==> src/cipb_map.svh <==
`ifndef CIPB_MAP_SVH
`define CIPB_MAP_SVH

// ----------------------------------------
// Register window offsets
// ----------------------------------------
`define CIPB_GRP_DATA_IN 6'h00
`define CIPB_GRP_DATA_OUT 6'h01
`define CIPB_GRP_DIR 6'h02
`define CIPB_GRP_CTRL 6'h03
`define CIPB_GRP_CELL 6'h04
`define CIPB_GRP_MCELL 6'h05
`define CIPB_GRP_MISC 6'h06
`define CIPB_OFS_MEM_MAP 8'h18

// ----------------------------------------
// Fields and reset values
// ----------------------------------------
`define CIPB_MEM_MAP_PERIPH_BIT 7
`define CIPB_CFG_RESET 8'h00
`define CIPB_PORT_D_MASK 8'h07
`define CIPB_JTAG_PIN_MASK 8'h63

`endif

==> src/cipb_pkg.sv <==
package cipb_pkg;
  typedef enum logic [1:0] {
    CIPB_CELL_PASS = 2'b00,
    CIPB_CELL_LATCH = 2'b01,
    CIPB_CELL_REG = 2'b10
  } cipb_cell_mode_t;
endpackage

==> src/cipb_port_block.sv <==
`include "cipb_map.svh"

module cipb_port_block #(
  parameter int PORT_W = 8,
  parameter int PORT_D_W = 3
) (
  // Clock and reset
  input wire logic ref_clk,
  input wire logic sys_rst,
  // Register window
  input wire logic [7:0] regAddr,
  input wire logic [7:0] regWrData,
  input wire logic regWr,
  input wire logic regRd,
  output logic [7:0] regRdData,
  // Processor bus
  input wire logic addrStrobe,
  input wire logic [7:0] cpuAddr,
  input wire logic [7:0] cpuDataOut,
  input wire logic cpuWrite,
  output logic [7:0] periphRdData,
  // Programmed configuration
  input wire logic [3:0][7:0] cfgLogicOut,
  input wire logic [3:0][7:0] cfgOeDefined,
  input wire logic [2:0][1:0] cfgCellMode,
  input wire logic [2:0] cfgCellTermClk,
  // Logic array
  input wire logic [3:0][7:0] oeTerm,
  input wire logic [3:0][7:0] macroOut,
  input wire logic [2:0] externalChipSelects,
  input wire logic [2:0][1:0] cellTerm,
  input wire logic peripheralSelectA,
  input wire logic peripheralSelectB,
  output logic [2:0][7:0] cellBus,
  // JTAG pins on third port
  input wire logic [7:0] jtagPinOut,
  input wire logic [7:0] jtagPinOe,
  // Pins
  input wire logic [3:0][7:0] pinIn,
  output logic [3:0][7:0] pinOut,
  output logic [3:0][7:0] pinOe
);

  // ----------------------------------------
  // Elaboration check
  // ----------------------------------------
  if (PORT_W != 8 || PORT_D_W < 1 || PORT_D_W > 8) begin : gBadWidth
    $error("cipb_port_block: unsupported port widths");
  end

  // ----------------------------------------
  // Registers
  // ----------------------------------------
  logic [3:0][7:0] dataOut;
  logic [3:0][7:0] dir;
  logic [1:0][7:0] ctrl;
  logic [7:0] memMap;
  logic [7:0] addrLatch;
  logic [2:0][7:0] cellQ;
  logic [2:0][1:0] cellEnPrev;
  logic [2:0][1:0] cellEn;
  localparam logic [7:0] JTAG_MASK = `CIPB_JTAG_PIN_MASK;
  logic [3:0][7:0] portMask;
  logic [5:0] grp;
  logic [1:0] port;
  logic periphMode;
  logic bufferOn;

  assign grp = regAddr[7:2];
  assign port = regAddr[1:0];
  assign periphMode = memMap[`CIPB_MEM_MAP_PERIPH_BIT];
  assign bufferOn = periphMode && peripheralSelectA && peripheralSelectB;

  always_comb begin
    portMask = '1;
    portMask[3] = 8'((1 << PORT_D_W) - 1);
  end

  // ----------------------------------------
  // Register writes
  // ----------------------------------------
  always_ff @(posedge ref_clk) begin
    if (sys_rst) begin
      dataOut <= '0;
      dir <= '0;
    end else if (regWr && grp == `CIPB_GRP_DATA_OUT) begin
      dataOut[port] <= regWrData & portMask[port];
    end else if (regWr && grp == `CIPB_GRP_DIR) begin
      dir[port] <= regWrData & portMask[port];
    end
  end

  always_ff @(posedge ref_clk) begin
    if (sys_rst) begin
      ctrl <= '0;
    end else if (regWr && grp == `CIPB_GRP_CTRL && !port[1]) begin
      ctrl[port[0]] <= regWrData;
    end
  end

  always_ff @(posedge ref_clk) begin
    if (sys_rst) begin
      memMap <= `CIPB_CFG_RESET;
    end else if (regWr && regAddr == `CIPB_OFS_MEM_MAP) begin
      memMap <= regWrData;
    end
  end

  always_ff @(posedge ref_clk) begin
    if (sys_rst) begin
      addrLatch <= '0;
    end else if (addrStrobe) begin
      addrLatch <= cpuAddr;
    end
  end

  // ----------------------------------------
  // Input cells
  // ----------------------------------------
  function automatic logic cellModeIs(input logic [1:0] code, input cipb_pkg::cipb_cell_mode_t mode);
    return cipb_pkg::cipb_cell_mode_t'(code) == mode;
  endfunction

  always_comb begin
    for (int p = 0; p < 3; p++) begin
      for (int n = 0; n < 2; n++) begin
        cellEn[p][n] = cfgCellTermClk[p] ? cellTerm[p][n] : addrStrobe;
      end
    end
  end

  always_ff @(posedge ref_clk) begin
    if (sys_rst) begin
      cellQ <= '0;
      cellEnPrev <= '0;
    end else begin
      cellEnPrev <= cellEn;
      for (int p = 0; p < 3; p++) begin
        for (int n = 0; n < 2; n++) begin
          if (cellModeIs(cfgCellMode[p], cipb_pkg::CIPB_CELL_LATCH) && cellEn[p][n]) begin
            cellQ[p][n*4 +: 4] <= pinIn[p][n*4 +: 4];
          end else if (cellModeIs(cfgCellMode[p], cipb_pkg::CIPB_CELL_REG) &&
                       cellEn[p][n] && !cellEnPrev[p][n]) begin
            cellQ[p][n*4 +: 4] <= pinIn[p][n*4 +: 4];
          end
        end
      end
    end
  end

  always_comb begin
    for (int p = 0; p < 3; p++) begin
      if (cellModeIs(cfgCellMode[p], cipb_pkg::CIPB_CELL_PASS)) begin
        cellBus[p] = pinIn[p];
      end else begin
        cellBus[p] = cellQ[p];
      end
    end
  end

  // ----------------------------------------
  // Pin output mux and driver enable
  // ----------------------------------------
  function automatic logic pinOeOf(input logic oeDef, input logic term, input logic logicOut,
                                   input logic dirBit);
    if (oeDef) begin
      return term | dirBit;
    end
    return logicOut | dirBit;
  endfunction

  always_comb begin
    logic isCtrl;
    logic logicSrc;
    isCtrl = 1'b0;
    logicSrc = 1'b0;
    for (int p = 0; p < 4; p++) begin
      for (int b = 0; b < 8; b++) begin
        isCtrl = (p < 2) ? ctrl[p[0]][b] : 1'b0;
        logicSrc = (p == 3) ? ((b < 3) ? externalChipSelects[b] : 1'b0) : macroOut[p][b];
        if (isCtrl) begin
          pinOut[p][b] = addrLatch[b];
        end else if (cfgLogicOut[p][b]) begin
          pinOut[p][b] = logicSrc;
        end else begin
          pinOut[p][b] = dataOut[p][b];
        end
        pinOe[p][b] = pinOeOf(cfgOeDefined[p][b], oeTerm[p][b], cfgLogicOut[p][b], dir[p][b]) &
                      portMask[p][b];
      end
    end
    if (periphMode) begin
      pinOut[0] = cpuDataOut;
      pinOe[0] = {8{bufferOn && cpuWrite}};
    end
    for (int b = 0; b < 8; b++) begin
      if (JTAG_MASK[b]) begin
        pinOut[2][b] = jtagPinOut[b];
        pinOe[2][b] = jtagPinOe[b];
      end
    end
  end

  // ----------------------------------------
  // Peripheral read capture
  // ----------------------------------------
  always_ff @(posedge ref_clk) begin
    if (sys_rst) begin
      periphRdData <= '0;
    end else if (bufferOn && !cpuWrite) begin
      periphRdData <= pinIn[0];
    end
  end

  // ----------------------------------------
  // Readback buffer
  // ----------------------------------------
  always_ff @(posedge ref_clk) begin
    if (sys_rst) begin
      regRdData <= '0;
    end else if (!regRd) begin
      regRdData <= '0;
    end else begin
      case (grp)
        `CIPB_GRP_DATA_IN: regRdData <= pinIn[port] & portMask[port];
        `CIPB_GRP_DATA_OUT: regRdData <= dataOut[port];
        `CIPB_GRP_DIR: regRdData <= dir[port];
        `CIPB_GRP_CTRL: regRdData <= port[1] ? 8'h00 : ctrl[port[0]];
        `CIPB_GRP_CELL: regRdData <= (port == 2'd3) ? 8'h00 : cellBus[port];
        `CIPB_GRP_MCELL: regRdData <= macroOut[port] & portMask[port];
        `CIPB_GRP_MISC: regRdData <= (port == 2'd0) ? memMap : 8'h00;
        default: regRdData <= 8'h00;
      endcase
    end
  end
endmodule

==> config.mk <==
export PLATFORM = sky130hd
export DESIGN_NAME = cipb_port_block
export DESIGN_NICKNAME = d
export VERILOG_FILES = /design/src/cipb_pkg.sv /design/src/cipb_port_block.sv
export VERILOG_INCLUDE_DIRS = /design/src
export SDC_FILE = /design/constraint.sdc
export NUM_CORES = 1
export LEC_CHECK = 0
export ABC_AREA = 0
export BUFFER_PORTS_ARGS = -buffer_cell sky130_fd_sc_hd__buf_2
export CORE_UTILIZATION = 44
export DETAILED_ROUTE_END_ITERATION = 12
export PLACE_DENSITY = 0.76
export SYNTH_ARGS = -nofsm -noshare
export SYNTH_HDL_FRONTEND = slang
export SYNTH_SLANG_ARGS = --single-unit
==> constraint.sdc <==
create_clock -name ref_clk -period 1.7 [get_ports ref_clk]
set_input_delay 0 -clock ref_clk [delete_from_list [all_inputs] [get_ports ref_clk]]
set_output_delay 0 -clock ref_clk [all_outputs]
set_load 0.02 [all_outputs]
==> results.sh <==
export IMPL_status="complete, no violations"
export IMPL_synth_distinct_cells=48
export IMPL_clockBufferDepth=2
export IMPL_synth_mux_area_share_pct=28.5
export IMPL_cts_root_buf="clkbuf_16"
export IMPL_n_antenna_cell=0
export IMPL_worstSetupStartpointType="register"
export IMPL_synth_xor_area_share_pct=0
export IMPL_port_buffers=276
export IMPL_grt_max_degree=104
export IMPL_timing_critical_path_from="dir[2]"
export IMPL_min_path_type="input port to primary output"
export IMPL_p_clk_share_pct=42.5
export IMPL_p_comb_share_pct=17.1
export IMPL_area_growth_pct=40.5
export IMPL_vdd_drop_max_mv=0.798
export IMPL_synth_main_ff_cell="dfxtp_1"
export IMPL_dp_hpwl_um=21400
export IMPL_die_w_um=136
export IMPL_final_common_cell="buf_2"
export IMPL_wl_per_cell_um=19.7
export IMPL_r2r_setup_slack_ns=0.02
export IMPL_synth_seq_area_share_pct=36.1
export IMPL_criticalPathCategory="register to register"
export IMPL_cpLargestDelayFamily="multiplexers"
export IMPL_rr_startpoint="dir[2]"
export IMPL_grt_antenna_before_repair=2
export IMPL_synth_seq_cells=142
export IMPL_synthArstFlopShare_pct=0
export IMPL_switching_power_mw=2.30
export IMPL_vias=8057
export IMPL_vias_per_cell=5.63
export IMPL_layout_common_cells="275 x buf_2, 138 x nor2_1, 138 x dfxtp_1"
export IMPL_hold_viol=0
export IMPL_worstPathMaxFanout=3
export IMPL_yosys_area_share_simple_pct=20.2
export IMPL_synth_edf_count=0
export IMPL_placedCellCount=1349
export IMPL_cts_tree="done"
export IMPL_fp_dieArea_um2=18400
export IMPL_ys_warn_count=0
export IMPL_finalSetupViolCount=0
export IMPL_clkSinkCount=142
export IMPL_place_area_um2=9930
export IMPL_numCtsBuffers=17
export IMPL_min_from="jtagPinOe[6]"
export IMPL_slew_limit_headroom_pct=53.5
export IMPL_grt_ovfl_total=0
export IMPL_finalCriticalPeriod_ns=1.68
export IMPL_worst_path_max_delay_cell="mux4_2"
export IMPL_num_rows=48
export IMPL_htree_levels=4
export IMPL_dr_pass1_iters=6
export IMPL_fin_crit_sh_pct=98.7
export IMPL_power_density_nw_per_um2=763
export IMPL_die_h_um=136
export IMPL_synth_compound_area_share_pct=10.8
export IMPL_p_leak_nw=5.20
export IMPL_critical_path_arrival_ns=1.96
export IMPL_p_seq_share_pct=40.4
export IMPL_wl_um=28200
export IMPL_synth_cells=837
export IMPL_ios=338
export IMPL_synth_top_family_by_area="multiplexers"
export IMPL_grt_pass1_wl_um=41900
export IMPL_cap_violations=0
export IMPL_layout_setup_ws_ns=0.0228
export IMPL_worst_slew_pin_slew_ns=0.697
export IMPL_drive_above_1_share_pct=38.6
export IMPL_worstPathRequired_ns=1.99
export IMPL_end_kind="register"
export IMPL_cellInternalPower_mw=6.14
export IMPL_drc_errors=0
export IMPL_stdcell_area_um2=11100
export IMPL_netlist_area_um2=7870
export IMPL_critPathBufInv=0
export IMPL_synth_fa_ha_area_share_pct=0
export IMPL_finalNonFillerCells=1431
export IMPL_path_clk_slew_ns=0.06
export IMPL_swShare_pct=27.2
export IMPL_fmax_mhz=596
export IMPL_start_util_pct=45.3
export IMPL_grt_pass1_vias=7573
export IMPL_cpPeakStageDelay_ns=0.51
export IMPL_drv_slew=0
export IMPL_coreArea_um2=17400
export IMPL_drt_iter0_drc=621
export IMPL_globalplace_congestion=0.926
export IMPL_syn_area_per_cell_um2=9.40
export IMPL_clk_latency_ns=0.42
export IMPL_whs_ns=0.00000702
export IMPL_nNetsFinal=1427
export IMPL_path_cells="mux4_2 > and3_1 > o41ai_1 > o211ai_1"
export IMPL_final_setup_skew_ns=0.00624
export IMPL_place_ws_ns=-0.0863
export IMPL_drtAntennaViolNets=0
export IMPL_grt_use_total_pct=30.5
worst paths after layout:
check / to / cells past startpoint
max reg2reg: regRdData[2] / 4
max: regRdData[2] / 4
min: pinOe[22] / 0
min reg2reg: periphRdData[0] / 2
cell usage after synthesis, types with 8 or more instances:
cell type,instances,area (um^2)
a211o_1,15,131
a211oi_1,9,67.6
a21oi_1,20,100
and2_1,17,106
and3_1,23,144
buf_1,9,33.8
buf_4,13,97.6
clkbuf_1,36,135
dfxtp_1,142,2840
mux2_2,36,405
mux2i_1,134,1340
mux4_2,22,495
nand2_1,38,143
nor2_1,138,518
nor2b_1,40,250
nor3b_1,8,60.1
nor4_1,10,62.6
o21ai_0,28,140
o221ai_1,10,87.6
sequential cells by signal, indices dropped and copies added (netlist names):
register      count
memMap            8
cellEnPrev        6
cellQ            24
dataOut          32
periphRdData      8
ctrl             16
dir              32
addrLatch         8
regRdData         8
layer usage:
metal	vias to the layer above	share of wire (%)	track usage, %	routed length (um)
li1	3736	-	-	-
met1	3840	42	38.8	11900
met2	432	47	51.1	13400
met3	45	8.4	6.25	2370
met4	4	2.1	10.0	607
met5	-	0.081	0	23
layout make-up:
cell class,count,area (um^2)
fillers,1409,6300
inverters,1,3.75
clock inverters,12,111
well taps,225,282
clock buffers,20,457
flip-flops and latches,142,2850
multi-input cells,631,4780
repair buffers,400,2570
power by group through the flow:
stage	logic [mW]	clock network [mW]	registers, mW
floorplan	0.753	0	3.47
finish	1.44	3.58	3.41
detailed placement	1.33	0	3.48
CTS	1.43	3.61	3.41
global placement	1.32	0	3.48
global route	1.53	3.78	3.41
through the flow:
step	setup TNS, ns	util (%)	power [mW]
CTS	0	63.4	8.45
floorplan	0	-	4.22
detailed placement	-1.14	57.2	4.81
global route	-0.00945	63.7	8.72
finish	0	63.7	8.43
global placement	-1.23	57.2	4.80
kinds of logic (layout without fill, tap and decap cells):
family / Yosys count / after routing
simple gates: 312 / 312
compound gates: 122 / 122
flops: 142 / 142
other cells: 1 / 5
mux: 192 / 192
buf+inv: 68 / 433
timing repair:
item                                   CTS  global route
hold buffers                            49             0
buffers inserted                         1             0
setup endpoints to repair                4             4
endpoints found under the hold margin  111             0
gates resized for setup                  2            10
pin swaps                                2             5
gates cloned                             0             0
Note: power is estimated with default switching activity, not from simulation.
